**config.mk**
```make
export PLATFORM = sky130hd
export DESIGN_NAME = wwd_top
export DESIGN_NICKNAME = d
export VERILOG_FILES = /design/src/wwd_pkg.sv /design/src/wwd_top.sv
export SDC_FILE = /design/constraint.sdc
export NUM_CORES = 1
export LEC_CHECK = 0
export BUFFER_PORTS_ARGS = -buffer_cell sky130_fd_sc_hd__buf_2
export CAP_MARGIN = 15
export CORE_MARGIN = 4
export CORE_UTILIZATION = 55
export CTS_CLUSTER_SIZE = 8
export DETAILED_ROUTE_END_ITERATION = 6
export GPL_ROUTABILITY_DRIVEN = 0
export PLACE_DENSITY_LB_ADDON = 0.15
export REMOVE_ABC_BUFFERS = 1
export SETUP_SLACK_MARGIN = 0.1
export SLEW_MARGIN = 0
export SYNTH_ARGS = -nofsm -noshare
export SYNTH_HDL_FRONTEND = slang
export SYNTH_SLANG_ARGS = --single-unit
```
**constraint.sdc**
```tcl
create_clock -name clk_i -period 5.25 [get_ports clk_i]
set_clock_uncertainty 0.15 [all_clocks]
set_input_delay 0.525 -clock clk_i [delete_from_list [all_inputs] [get_ports clk_i]]
set_output_delay 0.525 -clock clk_i [all_outputs]
set_load 0.05 [all_outputs]
```
**src/wwd_pkg.sv**
```systemverilog
package wwd_pkg;

	// ----------------------------------------------------------------
	// Widths and timing
	// ----------------------------------------------------------------
	localparam int          WWD_CNT_W        = 12;
	localparam int          WWD_PSC_W        = 3;
	localparam int          WWD_PDIV_W       = 7;
	localparam int          WWD_RSTC_W       = 5;
	localparam int          WWD_CLK_PERIOD_NS = 10;
	localparam int          WWD_RST_PULSE_NS = 160;
	localparam int          WWD_RST_PULSE_CYC =
		(WWD_RST_PULSE_NS + WWD_CLK_PERIOD_NS - 1) / WWD_CLK_PERIOD_NS;

	// ----------------------------------------------------------------
	// Register byte offsets
	// ----------------------------------------------------------------
	localparam logic [7:0]  WWD_OFS_CTRL     = 8'h00;
	localparam logic [7:0]  WWD_OFS_RELOAD   = 8'h04;
	localparam logic [7:0]  WWD_OFS_DELTA    = 8'h08;
	localparam logic [7:0]  WWD_OFS_KEY      = 8'h0C;
	localparam logic [7:0]  WWD_OFS_PROT     = 8'h10;
	localparam logic [7:0]  WWD_OFS_COUNT    = 8'h14;
	localparam logic [7:0]  WWD_OFS_STATUS   = 8'h18;
	localparam logic [7:0]  WWD_OFS_MASK     = 8'h1C;

	// ----------------------------------------------------------------
	// Control and status fields
	// ----------------------------------------------------------------
	localparam int          WWD_CTRL_EN      = 0;
	localparam int          WWD_CTRL_DBGSTOP = 1;
	localparam int          WWD_CTRL_CLKSEL  = 2;
	localparam int          WWD_CTRL_PSC_LSB = 4;
	localparam int          WWD_ST_UNDER     = 0;
	localparam int          WWD_ST_EARLY     = 1;

	// ----------------------------------------------------------------
	// Keys and reset values
	// ----------------------------------------------------------------
	localparam logic [31:0] WWD_KEY_RELOAD   = 32'h0000_5A5A;
	localparam logic [31:0] WWD_KEY_UNLOCK   = 32'h0000_3C3C;
	localparam logic [11:0] WWD_RST_RELOAD   = 12'h0FFF;
	localparam logic [11:0] WWD_RST_DELTA    = 12'h0FFF;
	localparam logic [2:0]  WWD_RST_PSC      = 3'h0;

	// Classic Wishbone request from the master
	typedef struct packed {
		logic        cyc;
		logic        stb;
		logic        we;
		logic [7:0]  adr;
		logic [3:0]  sel;
		logic [31:0] dat;
	} wwd_wb_req_t;

	// Whole state of the watchdog
	typedef struct packed {
		logic [1:0]            irc_sync;
		logic [1:0]            xtl_sync;
		logic                  clk_prev;
		logic [WWD_PDIV_W-1:0] pdiv;
		logic [WWD_CNT_W-1:0]  cnt;
		logic                  en;
		logic                  dbg_stop;
		logic                  clk_sel;
		logic [WWD_PSC_W-1:0]  psc;
		logic [WWD_CNT_W-1:0]  reload;
		logic [WWD_CNT_W-1:0]  delta;
		logic                  locked;
		logic [1:0]            status;
		logic [1:0]            mask;
		logic [WWD_RSTC_W-1:0] rst_cnt;
		logic                  sys_rst;
		logic                  irq;
		logic                  ack;
		logic [31:0]           dat;
	} wwd_state_t;

endpackage : wwd_pkg

```
**src/wwd_top.sv**
```systemverilog
// The placing of the registers and register access over Wishbone were decided locally.
`timescale 1ns/1ps

module wwd_top #(
	parameter int RST_PULSE_CYC = wwd_pkg::WWD_RST_PULSE_CYC
) (
	input  wire logic                clk_i,
	input  wire logic                rst_i,
	input  wire wwd_pkg::wwd_wb_req_t wb_req_i,
	output logic [31:0]              wb_dat_o,
	output logic                     wb_ack_o,
	input  wire logic                slow_internal_rc_osc_i,
	input  wire logic                slow_external_crystal_osc_i,
	input  wire logic                dbg_halt_i,
	output logic                     sys_rst_o,
	output logic                     irq_o,
	output logic [11:0]              count_o
);
	import wwd_pkg::*;

	// ----------------------------------------------------------------
	// Elaboration checks
	// ----------------------------------------------------------------
	if (RST_PULSE_CYC < 1 || RST_PULSE_CYC > (1 << WWD_RSTC_W) - 1) begin : g_chk
		$error("RST_PULSE_CYC out of range");
	end
	if (WWD_PDIV_W < (1 << WWD_PSC_W) - 1) begin : g_chk_pdiv
		$error("Prescale divider narrower than the prescale field needs");
	end
	if ($bits(count_o) != WWD_CNT_W) begin : g_chk_cnt
		$error("Count output width differs from the counter width");
	end
	if (WWD_CTRL_PSC_LSB + WWD_PSC_W > 32) begin : g_chk_ctrl
		$error("Prescale field does not fit the control word");
	end

	localparam logic [WWD_RSTC_W-1:0] RST_LEN = RST_PULSE_CYC[WWD_RSTC_W-1:0];

	// ----------------------------------------------------------------
	// Helpers
	// ----------------------------------------------------------------
	// Merge write data into an old word under byte enables
	function automatic logic [31:0] wwd_merge(input logic [31:0] old_v,
		input logic [31:0] new_v, input logic [3:0] sel);
		logic [31:0] res;
		res = old_v;
		for (int i = 0; i < 4; i++) begin
			if (sel[i]) begin
				res[i*8 +: 8] = new_v[i*8 +: 8];
			end
		end
		return res;
	endfunction : wwd_merge

	// Last prescaler count for a divide of two to the power psc
	function automatic logic [WWD_PDIV_W-1:0] wwd_pdiv_top(
		input logic [WWD_PSC_W-1:0] psc);
		logic [WWD_PDIV_W:0] one;
		one = {{WWD_PDIV_W{1'b0}}, 1'b1};
		return WWD_PDIV_W'((one << psc) - one);
	endfunction : wwd_pdiv_top

	// Write request to one register, taken this cycle
	function automatic logic wwd_wr_hit(input logic taken,
		input wwd_wb_req_t req, input logic [7:0] ofs);
		return taken && req.we && req.adr == ofs;
	endfunction : wwd_wr_hit

	// Read value of one register; unmapped offsets read as zero
	function automatic logic [31:0] wwd_read(input logic [7:0] ofs,
		input wwd_state_t st, input logic [31:0] ctrl);
		logic [31:0] res;
		res = '0;
		case (ofs)
			WWD_OFS_CTRL: begin
				res = ctrl;
			end
			WWD_OFS_RELOAD: begin
				res = {20'h0_0000, st.reload};
			end
			WWD_OFS_DELTA: begin
				res = {20'h0_0000, st.delta};
			end
			WWD_OFS_PROT: begin
				res = {31'h0000_0000, st.locked};
			end
			WWD_OFS_COUNT: begin
				res = {20'h0_0000, st.cnt};
			end
			WWD_OFS_STATUS: begin
				res = {30'h0000_0000, st.status};
			end
			WWD_OFS_MASK: begin
				res = {30'h0000_0000, st.mask};
			end
			default: begin
				res = '0;
			end
		endcase
		return res;
	endfunction : wwd_read

	// State after reset: counter and both limits at their top values
	function automatic wwd_state_t wwd_reset_state();
		wwd_state_t st;
		st = '0;
		st.cnt = WWD_RST_RELOAD;
		st.reload = WWD_RST_RELOAD;
		st.delta = WWD_RST_DELTA;
		st.psc = WWD_RST_PSC;
		return st;
	endfunction : wwd_reset_state

	localparam wwd_state_t RST_STATE = wwd_reset_state();

	// ----------------------------------------------------------------
	// State
	// ----------------------------------------------------------------
	wwd_state_t state_ff;
	wwd_state_t nxt_state;

	logic [31:0] ctrl_word;
	logic [31:0] wr_word;
	logic        bus_req;
	logic        wr_ctrl;
	logic        wr_reload;
	logic        wr_delta;
	logic        wr_key;
	logic        wr_prot;
	logic        wr_status;
	logic        wr_mask;
	logic        wd_clk;
	logic        wd_tick;
	logic        pre_tick;
	logic        pdiv_last;
	logic        frozen;
	logic        reload_req;
	logic        ev_under;
	logic        ev_early;
	logic [1:0]  ev_vec;
	logic [1:0]  clr_vec;

	// Control word as software sees it
	always_comb begin
		ctrl_word = '0;
		ctrl_word[WWD_CTRL_EN] = state_ff.en;
		ctrl_word[WWD_CTRL_DBGSTOP] = state_ff.dbg_stop;
		ctrl_word[WWD_CTRL_CLKSEL] = state_ff.clk_sel;
		ctrl_word[WWD_CTRL_PSC_LSB +: WWD_PSC_W] = state_ff.psc;
	end

	// ----------------------------------------------------------------
	// Bus decode
	// ----------------------------------------------------------------
	// Write happens on the edge that raises ack
	assign bus_req   = wb_req_i.cyc && wb_req_i.stb && !state_ff.ack;
	assign wr_word   = wb_req_i.dat;
	assign wr_ctrl   = wwd_wr_hit(bus_req, wb_req_i, WWD_OFS_CTRL)
		&& !state_ff.locked;
	assign wr_reload = wwd_wr_hit(bus_req, wb_req_i, WWD_OFS_RELOAD)
		&& !state_ff.locked;
	assign wr_delta  = wwd_wr_hit(bus_req, wb_req_i, WWD_OFS_DELTA)
		&& !state_ff.locked;
	assign wr_key    = wwd_wr_hit(bus_req, wb_req_i, WWD_OFS_KEY)
		&& wb_req_i.sel == 4'hF;
	assign wr_prot   = wwd_wr_hit(bus_req, wb_req_i, WWD_OFS_PROT)
		&& wb_req_i.sel == 4'hF;
	assign wr_status = wwd_wr_hit(bus_req, wb_req_i, WWD_OFS_STATUS)
		&& wb_req_i.sel[0];
	assign wr_mask   = wwd_wr_hit(bus_req, wb_req_i, WWD_OFS_MASK)
		&& wb_req_i.sel[0];

	// ----------------------------------------------------------------
	// Watchdog clock and counting
	// ----------------------------------------------------------------
	// Pick the synchronised slow clock, find its rising edge
	assign wd_clk = state_ff.clk_sel ? state_ff.xtl_sync[1]
		: state_ff.irc_sync[1];
	assign wd_tick = wd_clk && !state_ff.clk_prev;
	assign frozen = state_ff.dbg_stop && dbg_halt_i;
	// Last prescaler step; a smaller psc written mid-count ends it at once
	assign pdiv_last = state_ff.pdiv >= wwd_pdiv_top(state_ff.psc);
	assign pre_tick = state_ff.en && wd_tick && !frozen
		&& pdiv_last;
	assign reload_req = wr_key && wr_word == WWD_KEY_RELOAD;

	// ----------------------------------------------------------------
	// Reset causes and events
	// ----------------------------------------------------------------
	// Early reload and underflow are the two reset causes
	assign ev_early = reload_req && state_ff.en
		&& state_ff.cnt > state_ff.delta;
	assign ev_under = pre_tick && state_ff.cnt == '0
		&& !reload_req;
	assign ev_vec = {ev_early, ev_under};
	assign clr_vec = wr_status ? wr_word[1:0] : 2'h0;

	// ----------------------------------------------------------------
	// Next state
	// ----------------------------------------------------------------
	always_comb begin
		logic [31:0] tmp;
		tmp = '0;
		nxt_state = state_ff;

		// Two-stage synchronisers for the slow clock pins
		nxt_state.irc_sync = {state_ff.irc_sync[0], slow_internal_rc_osc_i};
		nxt_state.xtl_sync = {state_ff.xtl_sync[0],
			slow_external_crystal_osc_i};
		nxt_state.clk_prev = wd_clk;

		// Prescaler runs only while counting
		if (reload_req || !state_ff.en) begin
			nxt_state.pdiv = '0;
		end else if (wd_tick && !frozen) begin
			if (pdiv_last) begin
				nxt_state.pdiv = '0;
			end else begin
				nxt_state.pdiv = state_ff.pdiv + 1'b1;
			end
		end

		// Counter: reload, underflow wrap, or step down
		if (reload_req) begin
			nxt_state.cnt = state_ff.reload;
		end else if (ev_under) begin
			nxt_state.cnt = state_ff.reload;
		end else if (pre_tick) begin
			nxt_state.cnt = state_ff.cnt - 1'b1;
		end

		// Configuration under protection
		if (wr_ctrl) begin
			tmp = wwd_merge(ctrl_word, wr_word, wb_req_i.sel);
			nxt_state.en = tmp[WWD_CTRL_EN];
			nxt_state.dbg_stop = tmp[WWD_CTRL_DBGSTOP];
			nxt_state.clk_sel = tmp[WWD_CTRL_CLKSEL];
			nxt_state.psc = tmp[WWD_CTRL_PSC_LSB +: WWD_PSC_W];
			// A source switch must not look like a slow clock edge
			nxt_state.clk_prev = tmp[WWD_CTRL_CLKSEL]
				? state_ff.xtl_sync[1] : state_ff.irc_sync[1];
		end
		if (wr_reload) begin
			tmp = wwd_merge({20'h0_0000, state_ff.reload}, wr_word,
				wb_req_i.sel);
			nxt_state.reload = tmp[WWD_CNT_W-1:0];
		end
		if (wr_delta) begin
			tmp = wwd_merge({20'h0_0000, state_ff.delta}, wr_word,
				wb_req_i.sel);
			nxt_state.delta = tmp[WWD_CNT_W-1:0];
		end
		// Unlock key clears protection, any other value sets it
		if (wr_prot) begin
			nxt_state.locked = wr_word != WWD_KEY_UNLOCK;
		end

		// Sticky events: a set wins over a clear in the same cycle
		nxt_state.status = (state_ff.status & ~clr_vec) | ev_vec;
		if (wr_mask) begin
			nxt_state.mask = wr_word[1:0];
		end
		nxt_state.irq = |(nxt_state.status & nxt_state.mask);

		// System reset pulse of fixed length
		if (ev_under || ev_early) begin
			nxt_state.rst_cnt = RST_LEN;
		end else if (state_ff.rst_cnt != '0) begin
			nxt_state.rst_cnt = state_ff.rst_cnt - 1'b1;
		end
		nxt_state.sys_rst = nxt_state.rst_cnt != '0;

		// Bus answer one cycle after the request
		nxt_state.ack = bus_req;
		nxt_state.dat = '0;
		if (bus_req && !wb_req_i.we) begin
			nxt_state.dat = wwd_read(wb_req_i.adr, state_ff, ctrl_word);
		end
	end

	// ----------------------------------------------------------------
	// State register
	// ----------------------------------------------------------------
	always_ff @(posedge clk_i) begin
		if (rst_i) begin
			state_ff <= RST_STATE;
		end else begin
			state_ff <= nxt_state;
		end
	end

	// ----------------------------------------------------------------
	// Outputs
	// ----------------------------------------------------------------
	// Outputs straight from the state register
	assign wb_dat_o  = state_ff.dat;
	assign wb_ack_o  = state_ff.ack;
	assign sys_rst_o = state_ff.sys_rst;
	assign irq_o     = state_ff.irq;
	assign count_o   = state_ff.cnt;

endmodule : wwd_top

```
==> out/qor.csv, run 1 <==
metric,value,unit
status,"complete, no violations",
ys_async_sr_fraction,0,%
drc_errors,0,
start_kind,register,
yosysUniqueCellTypes,56,
numPortBuffers,78,
start_util,57.1,%
ant_nets,0,
drv_cap,0,
fill_cells,703,
die_height,97.8,um
ys_ff_latch,79,
hold_path_class,in2reg,
post_cts_resized,0,
place_area,4630,um2
worstPathRequired,5.36,ns
clock_sinks,79,
cp.arrival,3.43,ns
ys.flop_type,dfxtp_1,
crit_path_end_kind,register,
p_seq_share,47.2,%
layout.nets,655,
drtIter0Drc,389,
final_layout_size_suffix_gt1_share,18.4,%
yosysWarnings,0,
finalHoldViolations,0,
cts-root-buf,clkbuf_8,
hpwlAfterDp,8600,um
cts.path.max_buffers,2,
power_switching_share,28.9,%
netSwitchingPower,0.390,mW
die_w,97.8,um
crit_fanout,6,
htree_num_levels,3,
yosys-top-cells-area,"dfxtp_1, buf_4, ha_1, nand3_1, nand2_1",
synth.top_cells.by_count,"dfxtp_1, nand2_1, nand3_1",
antenna_cells,0,
tightest_slew,1.09,ns
rsz0062_at_grt,no,
worstSetupPathType,reg2reg,
slew_viol_final,0,
path_delay_family,simple AND/OR/NAND/NOR gates,
period_minus_slack,3.32,ns
wl_per_cell,17.0,um
clkPwrFrac,37.0,%
setup_viol,0,
viasPerCell,5.98,
synth-seq-area-share,35.7,%
slowest_delay,0.65,ns
p_comb_share,15.8,%
gr-total-overflow,0,
drt_wl_total,11700,um
cts_tree,built,
grt_usage,24.2,%
setup_tns,0,ns
dr_total_vias,4114,
relSlewSlack,27.3,%
synth_top_area_share,35.7,%
path_clk_slew,0.08,ns
synth_area,4430,um2
p_int,0.960,mW
drtPass1Iterations,5,
io_pins,99,
critPathSlowestCell,o21ai_0,
ir_worst_vdd,163,uV
cp_cell_sequence,inv_1 -> ha_1 -> or3b_4 -> or4_4 -> or3_4 -> o21ai_0 -> nand2b_1 -> a31o_2,
p_per_area,279,nW/um2
path_buf_inv,1,
cts_hold_buf,0,
synth.most_common_cell,dfxtp_1,
grt_max_degree,33,
syn_inst,536,
yosysTopAreaCell,dfxtp_1,
dieArea,9560,um2
synth-edff-count,0,
numCtsBuffers,9,
core_area,7770,um2
grt_pass1_wl,18900,um
antenna_found_initial,0,
rows,32,
leakagePower,2.12,nW
clock_latency,0.37,ns
syn_to_final_growth,9.20,%
grt_pass1_vias,3721,
avgSynthCellArea,8.27,um2
fin_crit_sh,63.3,%
design_area,4840,um2
fmax,0.301,GHz
cts_setup_buffers,0,
path summary, 6_finish.rpt:
kind                          start            end  slack, ns  cells past startpoint
max                      count_o[0]     count_o[1]       1.93                      8
min          slow_internal_rc_osc_i  nxt_state[98]       0.22                      2
max reg2reg              count_o[0]     count_o[1]       1.93                      8
min reg2reg           nxt_state[98]   state_ff[98]       0.29                      1
state kept, by name (all words and copies together) (netlist names):
| signal | flops |
|---|---|
| sys_rst_o | 1 |
| nxt_state | 2 |
| ctrl_word | 6 |
| wb_ack_o | 1 |
| count_o | 12 |
| wb_dat_o | 12 |
| state_ff | 44 |
| irq_o | 1 |
layout make-up:
| type | instances | area, um2 | share of cell area (%) |
|---|---|---|---|
| clock buffers | 10 | 128 | 2.64 |
| clock inverters | 6 | 85.1 | 1.76 |
| inverters | 20 | 75.1 | 1.55 |
| multi-input cells | 388 | 2420 | 49.9 |
| flip-flops and latches | 79 | 1580 | 32.7 |
| well taps | 102 | 128 | 2.64 |
| repair buffers | 83 | 428 | 8.84 |
cell families (layout without fill, tap and decap cells):
logic type | Yosys count | in the layout | synth area share (%)
AO/OA/AOI/OAI | 98 | 98 | 15.3
XOR/XNOR | 9 | 9 | 1.78
adder cells (fa/ha/maj) | 22 | 22 | 6.21
buffers and inverters | 88 | 119 | 11.7
flip-flops | 79 | 79 | 35.7
multiplexers | 14 | 14 | 3.16
other | 1 | 20 | 0.0846
AND/OR/NAND/NOR | 225 | 225 | 26.1
layer usage:
| metal | vias to the layer above | track usage [%] | wire length (um) |
|---|---|---|---|
| li1 | 1961 | - | - |
| met1 | 1895 | 33.1 | 5150 |
| met2 | 242 | 37.8 | 5180 |
| met3 | 16 | 6.29 | 1220 |
| met4 | 0 | 7.03 | 165 |
| met5 | - | 0 | 0 |
placed cells by master, fill, tap and decap left out, types with 3 or more instances in the layout:
cell,instances
dfxtp_1,79
buf_2,78
nand2_1,61
nand3_1,52
nor2_1,39
ha_1,22
inv_1,20
a21oi_1,20
conb_1,20
o21ai_0,17
mux2i_1,14
a222oi_1,12
nor3_1,11
a22oi_1,10
clkbuf_8,9
nor4_1,8
o211ai_1,8
nor2b_1,7
nand4_1,7
xnor2_1,6
and3_1,5
a31oi_1,5
and4_1,5
buf_4,5
a21o_1,4
nor3b_1,4
a2bb2oi_1,4
nor4bb_1,3
a211oi_1,3
nand2b_1,3
xor2_1,3
metrics by stage:
stage / utilization, % / power (mW) / setup slack [ns] / std cells / hold slack (ns)
2_1_floorplan: - / 0.800 / 1.92 / 487 / 0.264
3_3_place_gp: 59.6 / 0.859 / 1.86 / 672 / 0.272
3_5_place_dp: 59.6 / 0.863 / 1.78 / 672 / 0.278
4_1_cts: 62.3 / 1.35 / 1.95 / 688 / 0.215
5_1_grt: 62.3 / 1.41 / 1.67 / 688 / 0.224
6_report: 62.3 / 1.35 / 1.93 / 688 / 0.218
power groups by stage:
stage	clock, mW	sequential [mW]	combinational [mW]
4_1_cts	0.500	0.638	0.212
5_1_grt	0.534	0.642	0.232
3_3_place_gp	0	0.651	0.208
6_report	0.500	0.638	0.213
3_5_place_dp	0	0.652	0.211
2_1_floorplan	0	0.672	0.128
No activity file was read; power rests on OpenSTA's default activity.
==> run 2, diff against run 1 <==
- ABC_AREA: not set -> 1
- clock period: 5.25 -> 3.1 ns (I/O delays scaled with it)
==> out/qor.csv, run 2 <==
metric,value,unit,change
status,"complete, no violations",,
fmax,0.381,GHz,+26%
syn_to_final_growth,9.54,%,
cp_cell_sequence,nor2_1 -> nand2_1 -> ha_1 -> inv_1 -> nand2_1 -> nand2_1 -> nand2_1 -> nand2_1 -> a21oi_1 -> inv_1 -> nand2_1 -> inv_1 -> nor2_1 -> o21ai_0 -> nand2_1,,
grt_pass1_vias,4129,,+11%
setup_tns,0,ns,unchanged
start_kind,register,,
yosysUniqueCellTypes,35,,-38%
avgSynthCellArea,6.80,um2,-18%
drv_cap,0,,unchanged
cts_hold_buf,0,,unchanged
dieArea,9970,um2,+4.3%
viasPerCell,5.22,,-13%
wl_per_cell,13.5,um,-21%
drc_errors,0,,unchanged
antenna_found_initial,0,,unchanged
yosysTopAreaCell,dfxtp_1,,
fill_cells,785,,+12%
yosys-top-cells-area,"dfxtp_1, nand2_1, inv_1, buf_4, nor2_1",,
r2r_slack,0.47,ns,-1.45 ns
leakagePower,2.71,nW,+28%
period_minus_slack,2.63,ns,-0.696 ns
drtIter0Drc,287,,-26%
tightest_slew,0.660,ns,-0.429 ns
power_switching_share,29.9,%,+0.99 points
regMostFlops,state_ff,,
setup_viol,0,,unchanged
path_clk_slew,0.09,ns,about the same
htree_num_levels,3,,unchanged
die_w,99.9,um,+2.1%
ys.flop_type,dfxtp_1,,
synth_top_area_share,34.1,%,-1.6 points
ir_worst_vdd,513,uV,+210%
fin_crit_sh,84.7,%,+21 points
yosysWarnings,0,,unchanged
core_area,8220,um2,+5.8%
multiInputGateArea,2350,um2,-2.7%
path_common_cell,nand2_1,,
synth.top_cells.by_count,"nand2_1, inv_1, nor2_1",,
hpwlAfterDp,9010,um,+4.8%
drtPass1Iterations,5,,unchanged
worstSetupPathType,reg2reg,,
p_seq_share,46.0,%,-1.2 points
critPathSlowestCell,dfxtp_1,,
numPortBuffers,78,,unchanged
hold_path_class,in2reg,,
numCtsBuffers,9,,unchanged
syn_inst,682,,+27%
largest_reg_flops,44,,unchanged
ys_async_sr_fraction,0,%,unchanged
place_area,4860,um2,+5.1%
layout_common_cells,"nand2_1, inv_1, nor2_1",,
rows,33,,+3.1%
finalHoldViolations,0,,unchanged
dr_total_vias,4413,,+7.3%
worstPathRequired,3.24,ns,-2.12 ns
cts_tree,built,,
rsz0062_at_grt,no,,
netSwitchingPower,0.695,mW,+78%
ant_nets,0,,unchanged
post_cts_resized,0,,unchanged
p_per_area,458,nW/um2,+64%
p_comb_share,17.5,%,+1.7 points
layout_commonest_cell,nand2_1,,
p_int,1.63,mW,+70%
synth-seq-area-share,34.1,%,-1.6 points
gr-total-overflow,0,,unchanged
synth_area,4640,um2,+4.7%
final_layout_size_suffix_gt1_share,13.9,%,-4.5 points
drt_wl_total,11400,um,-2.6%
synth-edff-count,0,,unchanged
whs_path_depth,3,,+1
cts.path.max_buffers,2,,unchanged
clock_sinks,79,,unchanged
grt_pass1_wl,19100,um,+1.2%
crit_fanout,13,,+7
clkPwrFrac,36.5,%,-0.5 points
relSlewSlack,55.7,%,+28 points
cts-root-buf,clkbuf_8,,
grt_max_degree,47,,+42%
ys_ff_latch,79,,unchanged
grt_usage,23.5,%,-0.75 points
design_area,5080,um2,+5.0%
clock_latency,0.35,ns,-0.02 ns
layout.nets,809,,+24%
area.sequential,1580,um2,unchanged
start_util,56.5,%,-0.59 points
r2r_cells,15,,+7
die_height,99.9,um,+2.1%
antenna_cells,0,,unchanged
io_pins,99,,unchanged
synth.most_common_cell,nand2_1,,
crit_path_end_kind,register,,
slowest_delay,0.37,ns,-0.28 ns
slew_viol_final,0,,unchanged
cts_setup_buffers,0,,unchanged
cp.arrival,2.77,ns,-0.66 ns
-- run 2: cell types whose count changed in the layout (fill, tap and decap cells not counted), moves of 10 or more --
cell	delta
nand2_1	+89
inv_1	+79
nor2_1	+42
o211ai_1	+16
a21oi_1	+15
mux2i_1	-14
a222oi_1	-12
nand3_1	-11
o21ai_0	+11
a22oi_1	-10
-- run 2: path summary, 6_finish.rpt --
path	from	end
worst max-delay path	ctrl_word[6]	count_o[3]
worst min-delay path	slow_external_crystal_osc_i	nxt_state[96]
worst max register to register	ctrl_word[6]	count_o[3]
worst min register to register	nxt_state[96]	state_ff[96]
-- run 2: kinds of logic (layout without fill, tap and decap cells) --
logic type               after synthesis  in the layout  synth area share [%]
adder cells (fa/ha/maj)               22             22                  5.93
XOR/XNOR                              13             13                  2.45
AO/OA/AOI/OAI                        114            114                  14.6
flip-flops                            79             79                  34.1
other                                  1             20                0.0808
AND/OR/NAND/NOR                      293            293                  26.0
buffers and inverters                160            199                  16.8
-- run 2: per-stage QoR --
step / util (%) / instances / hold slack, ns / total power [mW] / worst slack (ns)
2_1_floorplan: - / 642 / 0.229 / 1.39 / 0.580
3_3_place_gp: 59.2 / 829 / 0.244 / 1.48 / 0.664
6_report: 61.9 / 845 / 0.00985 / 2.33 / 0.474
4_1_cts: 61.9 / 845 / 0.0163 / 2.33 / 0.510
5_1_grt: 61.9 / 845 / 0.0220 / 2.45 / 0.247
3_5_place_dp: 59.2 / 829 / 0.247 / 1.50 / 0.542
-- run 2: metal layers --
layer	GRT usage, %	wire, um	vias to the layer above	part of all wire, %
li1	-	-	2242	-
met1	31.3	5090	1981	45
met2	39.9	5380	175	47
met3	3.34	792	15	6.9
met4	5.99	141	0	1.2
met5	0	0	-	0
-- run 2: power groups by stage --
stage | Clock (mW) | Combinational, mW | Sequential (mW)
2_1_floorplan | 0 | 0.283 | 1.11
3_3_place_gp | 0 | 0.392 | 1.09
3_5_place_dp | 0 | 0.406 | 1.09
4_1_cts | 0.857 | 0.408 | 1.07
5_1_grt | 0.908 | 0.469 | 1.07
6_report | 0.849 | 0.408 | 1.07
-- run 2: final cells by class --
type,count,share of cell area [%]
repair buffers,82,8.27
flip-flops and latches,79,31.1
inverters,101,7.46
multi-input cells,462,46.2
well taps,105,2.58
clock inverters,7,1.90
clock buffers,9,2.44
-- run 2: worst max-delay path, delay by kind of cell, from the launching register on --
| family | cells | cell delay [ns] |
|---|---|---|
| and+or+nand+nor | 9 | 1.02 |
| buffers and inverters | 3 | 0.40 |
| DFF | 1 | 0.37 |
| adders and majority gates | 1 | 0.27 |
| AOI/OAI and AO/OA | 2 | 0.36 |
